[config.mk]
export PLATFORM = sky130hd
export DESIGN_NAME = vps_top
export DESIGN_NICKNAME = d
export VERILOG_FILES = /design/src/design/vps_pkg.sv /design/src/design/vps_fifo.sv /design/src/design/vps_top.sv
export SDC_FILE = /design/constraint.sdc
export NUM_CORES = 1
export LEC_CHECK = 0
export ABC_AREA = 1
export BUFFER_PORTS_ARGS = -buffer_cell sky130_fd_sc_hd__buf_2
export CAP_MARGIN = 25
export CORE_ASPECT_RATIO = 1.2
export CORE_MARGIN = 2
export CORE_UTILIZATION = 30
export CTS_BUF_LIST = sky130_fd_sc_hd__clkbuf_2 sky130_fd_sc_hd__clkbuf_4 sky130_fd_sc_hd__clkbuf_8
export CTS_CLUSTER_DIAMETER = 80
export DETAILED_ROUTE_END_ITERATION = 12
export MAX_ROUTING_LAYER = met4
export SLEW_MARGIN = 20
export SYNTH_ARGS = -nofsm -noshare
export SYNTH_HDL_FRONTEND = slang
export SYNTH_SLANG_ARGS = --single-unit
[constraint.sdc]
create_clock -name clk_sys_i -period 4.4 [get_ports clk_sys_i]
set_input_delay 0.66 -clock clk_sys_i [delete_from_list [all_inputs] [get_ports clk_sys_i]]
set_output_delay 0.66 -clock clk_sys_i [all_outputs]
set_load 0.05 [all_outputs]
[src/design/vps_pkg.sv]
/*
 * vps_pkg: register map, field positions, reset values and carrier types
 * for the video port sync and direction block.
 * Assumes a 32-bit APB register bus and one system clock.
 */
package vps_pkg;

  localparam int unsigned ADDR_W = 12;

  // register byte addresses
  localparam logic [11:0] OFS_MODE1  = 12'h000;
  localparam logic [11:0] OFS_MODE2  = 12'h004;
  localparam logic [11:0] OFS_STATUS = 12'h008;
  localparam logic [11:0] OFS_DATA   = 12'h00C;

  // first mode control register fields
  localparam int unsigned M1_MASTER  = 0;
  localparam int unsigned M1_ENCODE  = 1;
  localparam int unsigned M1_HINV    = 2;
  localparam int unsigned M1_FORMAT  = 3;
  localparam int unsigned M1_SIGNED  = 4;
  localparam int unsigned M1_CLKDIV2 = 5;
  localparam logic [5:0]  M1_RESET   = 6'h00;
  localparam int unsigned M1_W       = 6;

  // second mode control register fields
  localparam int unsigned M2_FINV    = 3;

  // status fields
  localparam int unsigned ST_VBLANK  = 0;
  localparam int unsigned ST_HBLANK  = 1;
  localparam int unsigned ST_FIELD   = 2;
  localparam int unsigned ST_STALL   = 3;
  localparam int unsigned ST_OVF     = 4;
  localparam int unsigned ST_UNF     = 5;
  localparam int unsigned ST_LVL_LO  = 8;

  // data register: read shows a valid flag above the byte
  localparam int unsigned DATA_VALID = 8;

  localparam logic [7:0] CHROMA_MSB = 8'h80;
  localparam logic [7:0] IDLE_BYTE  = 8'h00;

  typedef enum logic [0:0] {
    VPS_FMT_CHROMA_FIRST = 1'b0,
    VPS_FMT_LUMA_FIRST   = 1'b1
  } vps_format_e;

  typedef struct packed {
    logic vblank;
    logic hblank;
    logic field;
  } vps_sync_s;

  typedef struct packed {
    logic        clkdiv2;
    logic        chroma_signed;
    vps_format_e format;
    logic        hinv;
    logic        encode;
    logic        master;
  } vps_mode_s;

endpackage : vps_pkg

[src/design/vps_fifo.sv]
/*
 * vps_fifo: flip-flop FIFO with valid/ready on both sides and flush.
 * Assumes one clock and a synchronous active-low reset.
 */
`timescale 1ns/1ns
module vps_fifo #(
  parameter int unsigned WIDTH = 8,
  parameter int unsigned DEPTH = 32,
  parameter int unsigned LVL_W = $clog2(DEPTH + 1)
) (
  input  wire logic             clk_sys_i,
  input  wire logic             rst_n_i,
  input  wire logic             flush_i,
  input  wire logic             in_valid_i,
  output logic                  in_ready_o,
  input  wire logic [WIDTH-1:0] in_data_i,
  output logic                  out_valid_o,
  input  wire logic             out_ready_i,
  output logic      [WIDTH-1:0] out_data_o,
  output logic      [LVL_W-1:0] level_o
);
  localparam int unsigned PTR_W = $clog2(DEPTH);

  logic [WIDTH-1:0] mem_q [DEPTH];
  logic [PTR_W-1:0] wr_q;
  logic [PTR_W-1:0] rd_q;
  logic [LVL_W-1:0] cnt_q;
  logic             push;
  logic             pop;

  function automatic logic [PTR_W-1:0] inc(input logic [PTR_W-1:0] p);
    inc = (p == PTR_W'(DEPTH - 1)) ? '0 : p + 1'b1;
  endfunction : inc

  assign in_ready_o  = (cnt_q != LVL_W'(DEPTH));
  assign out_valid_o = (cnt_q != '0);
  assign out_data_o  = mem_q[rd_q];
  assign level_o     = cnt_q;
  assign push        = in_valid_i & in_ready_o;
  assign pop         = out_valid_o & out_ready_i;

  always_ff @(posedge clk_sys_i) begin
    if (push) begin
      mem_q[wr_q] <= in_data_i;
    end
  end

  always_ff @(posedge clk_sys_i) begin
    if (!rst_n_i || flush_i) begin
      wr_q  <= '0;
      rd_q  <= '0;
      cnt_q <= '0;
    end else begin
      if (push) begin
        wr_q <= inc(wr_q);
      end
      if (pop) begin
        rd_q <= inc(rd_q);
      end
      if (push && !pop) begin
        cnt_q <= cnt_q + 1'b1;
      end else if (pop && !push) begin
        cnt_q <= cnt_q - 1'b1;
      end
    end
  end

endmodule : vps_fifo

[src/design/vps_top.sv]
/*
 * vps_top: video port sync generation/reception, coding direction,
 * video byte bus with FIFO, clock output and APB register slave.
 * Assumes the video clock input is synchronous to clk_sys_i and at most
 * half its rate; video timing is advanced on each sampled rising edge.
 */
`timescale 1ns/1ns
module vps_top
  import vps_pkg::*;
#(
  parameter int unsigned H_TOTAL  = 1716,
  parameter int unsigned H_ACTIVE = 1440,
  parameter int unsigned V_TOTAL  = 262,
  parameter int unsigned V_ACTIVE = 243,
  parameter int unsigned FIFO_D   = 32
) (
  input  wire logic              clk_sys_i,
  input  wire logic              rst_n_i,
  // apb slave
  input  wire logic              psel_i,
  input  wire logic              penable_i,
  input  wire logic              pwrite_i,
  input  wire logic [ADDR_W-1:0] paddr_i,
  input  wire logic [31:0]       pwdata_i,
  output logic      [31:0]       prdata_o,
  output logic                   pready_o,
  output logic                   pslverr_o,
  // video port
  input  wire logic              video_clock_in_i,
  output logic                   video_clock_out_o,
  input  wire logic              vblank_i,
  output logic                   vblank_o,
  output logic                   vblank_oe_n_o,
  input  wire logic              hblank_i,
  output logic                   hblank_o,
  output logic                   hblank_oe_n_o,
  input  wire logic              first_field_i,
  output logic                   first_field_o,
  output logic                   first_field_oe_n_o,
  input  wire logic [7:0]        video_byte_bus_i,
  output logic      [7:0]        video_byte_bus_o,
  output logic                   video_byte_bus_oe_n_o,
  input  wire logic              stall_i,
  output logic                   coding_direction_flag_o
);

  localparam int unsigned LVL_W = $clog2(FIFO_D + 1);

  ////////////////////////////////////////////////////////////////////////
  // mode registers and status flags

  vps_mode_s        mode_q;
  logic             finv_q;
  logic             ovf_q;
  logic             unf_q;
  logic             ovf_set;
  logic             unf_set;

  logic             apb_access;
  logic             apb_wr_data;
  logic             apb_rd_data;
  logic             apb_commit;
  logic             mode_wr;
  logic             status_wr;

  logic             f_in_valid;
  logic             f_in_ready;
  logic [7:0]       f_in_data;
  logic             f_out_valid;
  logic             f_out_ready;
  logic [7:0]       f_out_data;
  logic [LVL_W-1:0] f_level;
  logic             flush;

  ////////////////////////////////////////////////////////////////////////
  // apb slave: one wait state; a decode-mode data write waits while the fifo is full

  assign apb_access  = psel_i & penable_i & ~pready_o;
  assign apb_wr_data = apb_access & pwrite_i & (paddr_i == OFS_DATA) & ~mode_q.encode;
  assign apb_rd_data = apb_access & ~pwrite_i & (paddr_i == OFS_DATA) & mode_q.encode;
  assign apb_commit  = apb_access & ~(apb_wr_data & ~f_in_ready);
  assign mode_wr     = apb_commit & pwrite_i & (paddr_i == OFS_MODE1);
  assign status_wr   = apb_commit & pwrite_i & (paddr_i == OFS_STATUS);
  // any first mode register write (direction or mode) empties the fifo so stale bytes never leak; a second mode register write does not
  assign flush       = mode_wr;

  always_ff @(posedge clk_sys_i) begin
    if (!rst_n_i) begin
      pready_o  <= 1'b0;
      pslverr_o <= 1'b0;
    end else begin
      pready_o  <= apb_commit;
      pslverr_o <= apb_commit & ~((paddr_i == OFS_MODE1) || (paddr_i == OFS_MODE2) ||
                                  (paddr_i == OFS_STATUS) || (paddr_i == OFS_DATA));
    end
  end

  always_ff @(posedge clk_sys_i) begin
    if (!rst_n_i) begin
      mode_q <= vps_mode_s'(M1_RESET);
      finv_q <= 1'b0;
    end else if (apb_commit && pwrite_i) begin
      if (paddr_i == OFS_MODE1) begin
        mode_q <= vps_mode_s'(pwdata_i[M1_W-1:0]);
      end else if (paddr_i == OFS_MODE2) begin
        finv_q <= pwdata_i[M2_FINV];
      end
    end
  end

  ////////////////////////////////////////////////////////////////////////
  // video clock sampling and clock output

  logic video_clock_in_q;
  logic tick;
  logic half_q;

  assign tick = video_clock_in_i & ~video_clock_in_q;

  always_ff @(posedge clk_sys_i) begin
    if (!rst_n_i) begin
      video_clock_in_q            <= 1'b0;
      half_q            <= 1'b0;
      video_clock_out_o <= 1'b0;
    end else begin
      video_clock_in_q <= video_clock_in_i;
      if (tick) begin
        half_q <= ~half_q;
      end
      video_clock_out_o <= mode_q.clkdiv2 ? half_q : video_clock_in_i;
    end
  end

  ////////////////////////////////////////////////////////////////////////
  // master timing counters

  logic [15:0] h_cnt_q;
  logic [15:0] v_cnt_q;
  logic        fld_q;

  always_ff @(posedge clk_sys_i) begin
    if (!rst_n_i) begin
      h_cnt_q <= '0;
      v_cnt_q <= '0;
      fld_q   <= 1'b1;
    end else if (tick) begin
      if (h_cnt_q == 16'(H_TOTAL - 1)) begin
        h_cnt_q <= '0;
        if (v_cnt_q == 16'(V_TOTAL - 1)) begin
          v_cnt_q <= '0;
          fld_q   <= ~fld_q;
        end else begin
          v_cnt_q <= v_cnt_q + 16'h0001;
        end
      end else begin
        h_cnt_q <= h_cnt_q + 16'h0001;
      end
    end
  end

  ////////////////////////////////////////////////////////////////////////
  // sync: true-sense view inside, pin polarity applied at the boundary

  vps_sync_s gen_sync;
  vps_sync_s cur_sync;
  logic      active;

  assign gen_sync.vblank = (v_cnt_q >= 16'(V_ACTIVE));
  assign gen_sync.hblank = (h_cnt_q >= 16'(H_ACTIVE));
  assign gen_sync.field  = fld_q;

  always_comb begin
    if (mode_q.master) begin
      cur_sync = gen_sync;
    end else begin
      cur_sync.vblank = vblank_i;
      cur_sync.hblank = hblank_i ^ mode_q.hinv;
      cur_sync.field  = first_field_i ^ finv_q;
    end
  end

  assign active = ~cur_sync.vblank & ~cur_sync.hblank;

  always_ff @(posedge clk_sys_i) begin
    if (!rst_n_i) begin
      vblank_o           <= 1'b0;
      hblank_o           <= 1'b0;
      first_field_o      <= 1'b0;
      vblank_oe_n_o      <= 1'b1;
      hblank_oe_n_o      <= 1'b1;
      first_field_oe_n_o <= 1'b1;
    end else begin
      vblank_o           <= gen_sync.vblank;
      hblank_o           <= gen_sync.hblank ^ mode_q.hinv;
      first_field_o      <= gen_sync.field ^ finv_q;
      vblank_oe_n_o      <= ~mode_q.master;
      hblank_oe_n_o      <= ~mode_q.master;
      first_field_oe_n_o <= ~mode_q.master;
    end
  end

  ////////////////////////////////////////////////////////////////////////
  // sample phase and chroma sign handling

  logic phase_q;
  logic is_chroma;

  // offset binary inside; signed mode flips the chroma msb both ways
  function automatic logic [7:0] conv(input logic [7:0] b, input logic chroma,
                                      input logic sgn);
    conv = (chroma && sgn) ? (b ^ CHROMA_MSB) : b;
  endfunction : conv

  always_ff @(posedge clk_sys_i) begin
    if (!rst_n_i) begin
      phase_q <= 1'b0;
    end else if (tick) begin
      phase_q <= active ? ~phase_q : 1'b0;
    end
  end

  assign is_chroma = (mode_q.format == VPS_FMT_CHROMA_FIRST) ? ~phase_q : phase_q;

  ////////////////////////////////////////////////////////////////////////
  // fifo: video side fills on encode, apb side fills on decode

  logic vid_take;
  logic vid_give;

  assign vid_take = tick & active & mode_q.encode & ~stall_i;
  assign vid_give = tick & active & ~mode_q.encode;

  assign f_in_valid  = mode_q.encode ? vid_take : (apb_wr_data & apb_commit);
  assign f_in_data   = mode_q.encode ?
                       conv(video_byte_bus_i, is_chroma, mode_q.chroma_signed) :
                       pwdata_i[7:0];
  assign f_out_ready = mode_q.encode ? (apb_rd_data & apb_commit) : vid_give;
  assign ovf_set     = vid_take & ~f_in_ready;
  assign unf_set     = vid_give & ~f_out_valid;

  vps_fifo #(
    .WIDTH (8),
    .DEPTH (FIFO_D),
    .LVL_W (LVL_W)
  ) u_fifo (
    .clk_sys_i   (clk_sys_i),
    .rst_n_i     (rst_n_i),
    .flush_i     (flush),
    .in_valid_i  (f_in_valid),
    .in_ready_o  (f_in_ready),
    .in_data_i   (f_in_data),
    .out_valid_o (f_out_valid),
    .out_ready_i (f_out_ready),
    .out_data_o  (f_out_data),
    .level_o     (f_level)
  );

  // sticky flags: a new event wins over a same-cycle write-one clear
  always_ff @(posedge clk_sys_i) begin
    if (!rst_n_i) begin
      ovf_q <= 1'b0;
      unf_q <= 1'b0;
    end else begin
      ovf_q <= ovf_set | (ovf_q & ~(status_wr & pwdata_i[ST_OVF]));
      unf_q <= unf_set | (unf_q & ~(status_wr & pwdata_i[ST_UNF]));
    end
  end

  ////////////////////////////////////////////////////////////////////////
  // byte bus drive and coding direction

  always_ff @(posedge clk_sys_i) begin
    if (!rst_n_i) begin
      video_byte_bus_o        <= IDLE_BYTE;
      video_byte_bus_oe_n_o   <= 1'b1;
      coding_direction_flag_o <= 1'b0;
    end else begin
      coding_direction_flag_o <= mode_q.encode;
      video_byte_bus_oe_n_o   <= mode_q.encode;
      if (vid_give) begin
        // underrun sends the idle byte rather than repeating stale data
        video_byte_bus_o <= f_out_valid ?
                            conv(f_out_data, is_chroma, mode_q.chroma_signed) :
                            IDLE_BYTE;
      end
    end
  end

  ////////////////////////////////////////////////////////////////////////
  // read data

  logic [31:0] rd_mux;

  always_comb begin
    rd_mux = '0;
    if (paddr_i == OFS_MODE1) begin
      rd_mux[M1_W-1:0] = mode_q;
    end else if (paddr_i == OFS_MODE2) begin
      rd_mux[M2_FINV] = finv_q;
    end else if (paddr_i == OFS_STATUS) begin
      rd_mux[ST_VBLANK] = cur_sync.vblank;
      rd_mux[ST_HBLANK] = cur_sync.hblank;
      rd_mux[ST_FIELD]  = cur_sync.field;
      rd_mux[ST_STALL]  = stall_i;
      rd_mux[ST_OVF]    = ovf_q;
      rd_mux[ST_UNF]    = unf_q;
      rd_mux[ST_LVL_LO +: LVL_W] = f_level;
    end else if (paddr_i == OFS_DATA) begin
      if (mode_q.encode) begin
        rd_mux[DATA_VALID] = f_out_valid;
        rd_mux[7:0]        = f_out_valid ? f_out_data : IDLE_BYTE;
      end
    end
  end

  always_ff @(posedge clk_sys_i) begin
    if (!rst_n_i) begin
      prdata_o <= '0;
    end else if (apb_commit && !pwrite_i) begin
      prdata_o <= rd_mux;
    end
  end

endmodule : vps_top

==> impl_metrics.toml, run 1 <==
[clocking]
cts_setup_buffers = 0
cts_buffers = 52
cts_tree = "built"
cts_resized = 0
clock_latency_ns = 0.61
htreeDepth = 2
ctsHoldBuffers = 0
cts.sinks = 353
root_buffer = "clkbuf_8"
clk_path_buf_depth = 3
clk_transition_reported_paths_ns = 0.07

[pwr]
power_frac_comb = 0.031
powerDensity_nw_per_um2 = 363
power_switching_mw = 1.43
swShare = 0.222
p_seq_frac = 0.558
power.internal_mw = 4.98
clkPwrFrac = 0.411
power_leakage_nw = 6.46
peakVddDrop_uv = 231

[grt]
grt_max_degree = 65
grt_usage = 0.144
grt_pass1_wl_um = 59800
antenna_found_initial = 0
gr-total-overflow = 0
grt_pass1_vias = 11300

[finish]
final_nets = 1764
stdcell_area_um2 = 17700
diodes = 0
drive_gt1_frac = 0.134
syn2layout_area_growth_pct = 12.9

[placement]
place_congestion = 0.865
port-buffer-count = 70
dpl_cell_area_um2 = 16600
place_hpwl_um = 24200

[floorplanning]
ios = 113
initial_core_util = 0.304
die_y_um = 254
core_area_um2 = 51500
rows = 91
dieArea_um2 = 54000
die_w_um = 212

[sta]
setup_tns_ns = 0
tightest_slew_ns = 0.936
slew_violations = 0
fin_crit_sh = 0.765
post-route-min-period_ns = 3.36
hold_viol = 0
clock-skew-final_ns = 0.0457
finalSetupViolCount = 0
rsz0062_at_grt = "false"
whs_ns = 0.272
slew_headroom = 0.375
fmax_mhz = 297

[critical_path]
cp.required_ns = 4.96
r2r-start = "v_cnt_q[0]"
crit_type = "reg2reg"
crit_path_end_kind = "flip-flop"
crit_start = "v_cnt_q[0]"
cp-start-kind = "flip-flop"
cp_max_fo = 7
worstPathArrival_ns = 3.92

[logic_synthesis]
synthCells = 1611
mappedNetlistArea_um2 = 15600
seq_area_frac_synth = 0.616
ys_seq_elements = 353
postSynthAreaPerCell_um2 = 9.71
async_flop_share = 0
synth-edff-count = 256
yosysWarnings = 0
synth_ff_type = "edfxtp_1"
synth.distinct_cells = 48

[drt]
wirelength_um = 37700
drt_iter0_markers = 722
via_per_inst = 4.74
drt-pass1-iter-count = 5
drc = 0
ant_nets = 0
drt-wirelength-per-cell_um = 15.6
vias = 11500

[worst_hold_path]
holdCritStartpoint = "video_clock_in_i"
hold_path.class = "in2reg"

[run]
cap_violations = 0

[outcome]
status = "finished clean"
-- layout make-up --
cell class | count | area (um2)
fillers | 5323 | 33800
clock inverters | 26 | 185
multi-input cells | 1087 | 5230
well taps | 697 | 872
inverters | 100 | 382
flip-flops and latches | 353 | 9630
clock buffers | 68 | 842
repair buffers | 91 | 520
-- cells by family after synthesis --
logic type      synth area share
compound gates            0.0590
xor+xnor                 0.00616
fa+ha+maj                 0.0141
buf+inv                   0.0552
flops                      0.616
other cells             0.000240
simple gates               0.250
-- sequential cells by signal, indices dropped and copies added (netlist names), 5 cells and up, named ones only --
name and flops:
u_fifo.mem_q 256, h_cnt_q 16, v_cnt_q 16, prdata_o 14
video_byte_bus_o 8, mode_q 6, u_fifo.level_o 6, u_fifo.rd_q 5
u_fifo.wr_q 5
-- metrics by stage --
step                 util  total power [mW]  setup WS, ns  std cells
detailed placement  0.323              3.85         0.817       2328
floorplan               -              3.79          1.30       1628
finish              0.343              6.41          1.04       2422
CTS                 0.343              6.48          1.03       2422
global placement    0.323              3.84         0.899       2328
global route        0.343              6.63         0.644       2422
-- Yosys cell counts, types with 4 or more instances --
master	instances	area share
dfxtp_1	97	0.12
edfxtp_1	256	0.49
nor3_1	19	0.0061
buf_2	35	0.011
buf_4	25	0.012
nor4_1	9	0.0036
or2_2	4	0.0016
nand3_1	225	0.072
xor2_1	7	0.0039
nand3b_1	4	0.0019
o21ai_1	9	0.0029
a21oi_1	102	0.033
nand4_1	18	0.0072
inv_2	6	0.0014
o31ai_1	5	0.0024
o21ai_0	41	0.013
nand2_2	5	0.0020
xnor2_1	4	0.0022
nand2_1	439	0.11
inv_1	92	0.022
nand2_4	7	0.0050
a211oi_1	7	0.0034
nor2_1	111	0.027
ha_1	16	0.013
buf_1	13	0.0031
nor2_2	6	0.0024
clkbuf_1	13	0.0031
-- per-layer routing --
layer / track usage / wire, um / vias to the layer above
met1: 0.168 / 15700 / 5441
met4: 0.0565 / 1220 / 0
met5: - / 0 / -
met2: 0.247 / 18700 / 344
met3: 0.0246 / 2030 / 78
li1: - / - / 5629
-- worst paths after layout --
check                      end  slack, ns  depth (start not counted)
max          u_fifo.level_o[5]       1.04                         24
min           video_clock_in_q       0.27                          3
max reg2reg  u_fifo.level_o[5]       1.04                         24
min reg2reg              fld_q       0.47                          2
-- critical path, cell delays in order, from the launching register on --
cell and delay (ns):
dfxtp_1 0.37, ha_1 0.28, inv_1 0.11, nand3_1 0.08
nand2_1 0.11, nand3_2 0.10, nand2_4 0.12, nand4_4 0.13
nand2_4 0.12, nand2_4 0.09, inv_6 0.13, ha_1 0.20
inv_1 0.12, ha_1 0.35, a21oi_1 0.20, nand2_1 0.07
nand2_1 0.08, nand2_1 0.06, a21oi_1 0.17, nor2_1 0.06
nor2_1 0.08, nand2_1 0.07, nand2_1 0.06, nand2_1 0.05
nor2_1 0.09
-- power by group through the flow --
stage	Clock, mW	Sequential [mW]	Combinational [mW]
floorplan	0	3.67	0.117
global placement	0	3.65	0.195
detailed placement	0	3.65	0.198
CTS	2.70	3.58	0.199
global route	2.84	3.58	0.215
finish	2.63	3.58	0.198
-- layout by cell type, fill, tap and decap left out, drive strengths merged --
cell	count
nor2	120
clkinvlp	2
nor3	23
o22ai	3
nand2	451
o31ai	5
dfxtp	97
buf	91
ha	16
or2	5
fa	1
nand3	229
conb	18
clkinv	23
nand3b	5
edfxtp	256
a21oi	105
nor3b	3
a31o	1
xnor2	4
a211oi	7
xor2	7
o2111ai	1
and3	1
bufinv	2
clkbuf	68
nand4	22
o21ai	51
inv	99
nor4	9
(Power assumes the default switching activity.)
==> run 2, diff against run 1 <==
--- a/config.mk
+++ b/config.mk
@@ -5,7 +5,7 @@
 export SDC_FILE = /design/constraint.sdc
 export NUM_CORES = 1
 export LEC_CHECK = 0
-export ABC_AREA = 1
+export ABC_AREA = 0
 export BUFFER_PORTS_ARGS = -buffer_cell sky130_fd_sc_hd__buf_2
 export CAP_MARGIN = 25
 export CORE_ASPECT_RATIO = 1.2
==> constraint.sdc (replaced) <==
create_clock -name clk_sys_i -period 3.3 [get_ports clk_sys_i]
set_input_delay 0.495 -clock clk_sys_i [delete_from_list [all_inputs] [get_ports clk_sys_i]]
set_output_delay 0.495 -clock clk_sys_i [all_outputs]
set_load 0.05 [all_outputs]
==> run 2 against run 1 <==
  * Utilization grew 1.8 points
  * Die area shrank 6.3%
  * Clock power grew 45%
==> impl_metrics.toml, run 2 <==
[outcome]
status = "finished clean"

[logic_synthesis]
synthCells = 984
async_flop_share = 0
synth_ff_type = "edfxtp_1"
synth_top_cell_by_area = "edfxtp_1"
yosysWarnings = 0
seq_area_frac_synth = 0.657
mappedNetlistArea_um2 = 14600
yosysMostFrequentCell = "edfxtp_1"
synth_common_cells = "256 x edfxtp_1, 111 x nor2_1, 97 x dfxtp_1"
synth-edff-count = 256
synth.distinct_cells = 62
ys_seq_elements = 353
synth_top_area_frac = 0.525
ys_top_cells_by_area = "edfxtp_1 52%, dfxtp_1 13%, mux4_2 10%"
postSynthAreaPerCell_um2 = 14.9

[floorplanning]
die_y_um = 246
rows = 88
dieArea_um2 = 50600
die_w_um = 206
core_area_um2 = 48100
initial_core_util = 0.304
ios = 113

[sta]
fmax_mhz = 318
fin_crit_sh = 0.952
tightest_slew_ns = 0.803
post-route-min-period_ns = 3.14
hold_viol = 0
fin_ws_ns = 0.157
slew_headroom = 0.462
slew_violations = 0
clock-skew-final_ns = 0.0320
finalSetupViolCount = 0

[clocking]
clk_path_buf_depth = 3
cts_buffers = 56
clk_transition_reported_paths_ns = 0.07
clock_latency_ns = 0.61
cts_setup_buffers = 0
htreeDepth = 2
cts.sinks = 353
cts_tree = "built"
root_buffer = "clkbuf_8"

[critical_path]
crit_path_end_kind = "flip-flop"
cp-start-kind = "flip-flop"
cp.required_ns = 3.79
cp_cell_sequence = "or4_1, o31ai_2, buf_4, nor4_4, o21bai_2, inv_1, ha_4, inv_2, ha_1, a21o_1, a21o_1, a211o_1, o211ai_1, xnor2_1, nor2_1"
path_common_cell = "a21o_1"
crit_start = "u_fifo.level_o[1]"
cp_max_fo = 5
rr_endpoint = "u_fifo.level_o[5]"
crit_type = "reg2reg"
r2r-start = "u_fifo.level_o[1]"
reg2regPathDepth = 15
slowest_stage = "or4_1"
slowest_delay_ns = 0.62
worstPathArrival_ns = 3.63
ff2ff_setup_slack_ns = 0.16

[pwr]
swShare = 0.212
power_leakage_nw = 5.84
powerDensity_nw_per_um2 = 507
peakVddDrop_uv = 291
power_frac_comb = 0.027
total_power_mw = 8.82
p_seq_frac = 0.540
power_switching_mw = 1.87
clkPwrFrac = 0.433
power.internal_mw = 6.95

[finish]
register_area_um2 = 9640
nFillCells = 4538
drive_gt1_frac = 0.288
top_regs = "u_fifo.mem_q (256), h_cnt_q (16), v_cnt_q (16)"
layout_common_cells = "256 x edfxtp_1, 111 x nor2_1, 94 x dfxtp_1"
top_register = "u_fifo.mem_q"
final_nets = 1228
multi_input_area_um2 = 4750
syn2layout_area_growth_pct = 18.7
final_common_cell = "edfxtp_1"
largest_reg_flops = 256
utilization = 0.361

[worst_hold_path]
hold_depth = 2
hold_path.class = "in2reg"
min_to = "video_clock_in_q"
holdCritStartpoint = "video_clock_in_i"

[drt]
drt_iter0_markers = 583
drt-wirelength-per-cell_um = 18.3
drt-pass1-iter-count = 6
wirelength_um = 33300
via_per_inst = 4.81
drc = 0
ant_nets = 0
vias = 8767

[grt]
gr-total-overflow = 0
grt_pass1_vias = 8890
antenna_found_initial = 1
grt_max_degree = 33
grt_usage = 0.136
grt_pass1_wl_um = 50900

[placement]
port-buffer-count = 70
preCtsSetupSlack_ns = -0.167
place_hpwl_um = 22500
place_congestion = 0.821

[run]
cap_violations = 0
## run 2: worst max-delay path: cells and delay by family, from the launching register on
family	cells	cell delay, ns
AOI/OAI and AO/OA	6	1.15
and+or+nand+nor	3	0.71
adders and majority gates	2	0.40
buffers and inverters	3	0.32
DFF	1	0.31
xor gates and xnor gates	1	0.14
## run 2: metal layers
layer	wire length, um	GRT usage	share of wire
met5	0	-	0
met2	16700	0.228	0.50
met3	1790	0.0221	0.054
met1	13800	0.165	0.41
met4	955	0.0495	0.029
## run 2: layout make-up
cell class | count | area share
clock buffer | 80 | 0.0565
antenna | 1 | 0.000144
multi-input combinational | 568 | 0.273
timing repair buffer | 153 | 0.0567
inverter | 17 | 0.00367
sequential | 353 | 0.554
clock inverter | 20 | 0.00979
tap | 630 | 0.0454
## run 2: logic make-up after synthesis
family,count (synthesis),synth area share
buf+inv,80,0.0287
compound gates,98,0.0454
other cells,1,0.000256
mux,110,0.134
flops,353,0.657
fa+ha+maj,17,0.0150
xor+xnor,42,0.0251
simple gates,283,0.0943
## run 2: power groups by stage
| stage | logic, mW | clock network (mW) | registers [mW] |
|---|---|---|---|
| finish | 0.239 | 3.82 | 4.76 |
| global route | 0.260 | 4.09 | 4.76 |
| CTS | 0.243 | 3.92 | 4.76 |
| detailed placement | 0.243 | 0 | 4.86 |
| global placement | 0.237 | 0 | 4.86 |
| floorplan | 0.144 | 0 | 4.88 |
## run 2: worst max path at each step
stage | endpoint | slack (ns) | depth (start not counted)
2_1_floorplan | u_fifo.level_o[5] | 0.003 | 15
3_3_place_gp | u_fifo.level_o[5] | -0.14 | 15
3_5_place_dp | u_fifo.level_o[5] | -0.17 | 15
4_1_cts | u_fifo.level_o[5] | 0.04 | 15
5_1_grt | u_fifo.level_o[5] | -0.04 | 15
6_report | u_fifo.level_o[5] | 0.16 | 15
## run 2: repair_timing
action	CTS	global route
endpoints found under the setup margin	0	3
gates resized for setup	0	6
hold buffers	0	0
## run 2: through the flow
stage               area, um2  instances  setup TNS, ns  hold slack, ns
CTS                     17300       1821              0           0.126
detailed placement      16200       1721         -0.240           0.444
floorplan               14800       1001              0           0.405
finish                  17400       1822              0           0.182
global route            17400       1822        -0.0391           0.159
global placement        16200       1721         -0.163           0.439
==> run 3, diff against run 2 <==
--- a/config.mk
+++ b/config.mk
@@ -15,6 +15,7 @@
 export CTS_CLUSTER_DIAMETER = 80
 export DETAILED_ROUTE_END_ITERATION = 12
 export MAX_ROUTING_LAYER = met4
+export REMOVE_ABC_BUFFERS = 1
 export SLEW_MARGIN = 20
 export SYNTH_ARGS = -nofsm -noshare
 export SYNTH_HDL_FRONTEND = slang
==> run 3 against run 2 <==
  * First-iteration DRC count shrank 25%
  * Clock skew shrank 0.0052 ns
  * Clock power fell by 7.1%
  * Wire length is 0.40% lower
  * Maximum frequency shrank 1.1%
  * Worst hold slack better by 0.0016 ns
  * Combinational power barely moved
  * Largest power group unchanged
  * Largest cell class unchanged
  * Global-route usage down 0.089 points
  * Cell area rose by 0.31%
  * Sequential power about the same
  * Utilization is 0.11 points higher
==> impl_metrics.toml, run 3 (synthesis results as in run 2) <==
[drt]
wirelength_um = 33100
ant_nets = 0
via_per_inst = 4.81
drt_iter0_markers = 437
drt-wirelength-per-cell_um = 18.1
vias = 8801
drc = 0
drt-pass1-iter-count = 7

[clocking]
clock_latency_ns = 0.61
ctsHoldBuffers = 0
clk_transition_reported_paths_ns = 0.07
root_buffer = "clkbuf_8"
cts_buffers = 53
cts.sinks = 353
cts_tree = "built"
clk_path_buf_depth = 3
htreeDepth = 2

[grt]
gr-total-overflow = 0
grt_max_degree = 33
grtUsageMet1 = 0.159
grt_pass1_wl_um = 50500
met2_usage = 0.230
grt_pass1_vias = 8811
grt_usage = 0.135
antenna_found_initial = 0
grt-busiest-layer = "met2"
use_met3 = 0.0238

[pwr]
power_leakage_nw = 5.88
peakVddDrop_uv = 257
powerDensity_nw_per_um2 = 491

[placement]
place_congestion = 0.855
dpl_cell_area_um2 = 16300
port-buffer-count = 70
place_hpwl_um = 21800
dp.cells = 1735

[floorplanning]
die_w_um = 206
dieArea_um2 = 50600
ios = 113
rows = 88
core_area_um2 = 48100
die_y_um = 246
initial_core_util = 0.304

[finish]
layout_common_cells = "256 x edfxtp_1, 111 x nor2_1, 97 x buf_4"
final_cells = 1831
final_nets = 1243
drive_gt1_frac = 0.298
top_register = "u_fifo.mem_q"
syn2layout_area_growth_pct = 19.0
diodes = 0
final_common_cell = "edfxtp_1"
largest_reg_flops = 256
stdcell_area_um2 = 17400
top_regs = "u_fifo.mem_q (256), h_cnt_q (16), v_cnt_q (16)"
nFillCells = 4547

[sta]
post-route-min-period_ns = 3.18
tightest_slew_ns = 0.698
hold_viol = 0
clock-skew-final_ns = 0.0268
finalSetupViolCount = 0
fin_crit_sh = 0.963
slew_headroom = 0.535
fmax_mhz = 315
slew_violations = 0

[critical_path]
cp_max_fo = 3
reg2regPathDepth = 14
slowest_stage = "or4_4"
path_common_cell = "a21o_1"
worstPathArrival_ns = 3.65
crit_type = "reg2reg"
slowest_delay_ns = 0.56
cp.required_ns = 3.77
cp-start-kind = "flip-flop"
crit_path_end_kind = "flip-flop"
cp_cell_sequence = "or4_4, nor3_4, a31oi_4, o21ai_2, and2_4, ha_4, inv_1, ha_1, a21o_1, a21o_1, a211o_1, o211ai_1, xnor2_1, nor2_1"

[run]
cap_violations = 0

[worst_hold_path]
hold_depth = 3
hold_path.class = "in2reg"

[outcome]
status = "finished clean"
run 3: cell type report:
cell class	count	area, um2	share of cell area
clock buffer	78	948	0.0544
clock inverter	14	97.6	0.00560
inverter	17	63.8	0.00366
multi-input combinational	568	4750	0.273
sequential	353	9630	0.553
tap	630	788	0.0452
timing repair buffer	171	1150	0.0660
run 3: worst paths after layout:
kind / from / end / slack [ns]
setup / recovery: h_cnt_q[12] / u_fifo.level_o[5] / 0.12
hold / removal: pwdata_i[5] / mode_q[5] / 0.18
setup reg to reg: h_cnt_q[12] / u_fifo.level_o[5] / 0.12
hold reg to reg: prdata_o[9] / prdata_o[9] / 0.45
run 3: worst max-delay path: cells and delay by family, from the launching register on:
family | cells | cell delay (ns)
compound gates | 6 | 1.11
xor+xnor | 1 | 0.14
fa+ha+maj | 2 | 0.39
buf+inv | 1 | 0.05
flops | 1 | 0.31
simple gates | 4 | 1.04
run 3: where the power goes:
group | internal [mW] | switching, mW
registers | 4.76 | 0.00612
clock network | 1.91 | 1.64
logic | 0.0525 | 0.188
run 3: repair_timing:
item / CTS / global route
pin swaps: 0 / 8
setup endpoints to repair: 1 / 2
buffers inserted: 0 / 4
cloned: 0 / 0
gates resized for setup: 1 / 15
run 3: layer usage:
layer  vias to the layer above  share of wire
met4                         0          0.031
li1                       4073              -
met1                      4404           0.42
met2                       243           0.50
met5                         -              0
met3                        81          0.050
run 3: stage by stage:
step / power, mW / hold slack, ns / util / TNS, ns / setup WS (ns)
after floorplan: 5.00 / 0.405 / - / -9.46 / -0.780
after global placement: 5.09 / 0.445 / 0.338 / -0.548 / -0.256
after detailed placement: 5.10 / 0.446 / 0.338 / -0.697 / -0.288
after CTS: 8.67 / 0.134 / 0.360 / 0 / 0.00248
after global routing: 8.85 / 0.162 / 0.362 / -0.0172 / -0.0172
final: 8.56 / 0.183 / 0.362 / 0 / 0.122
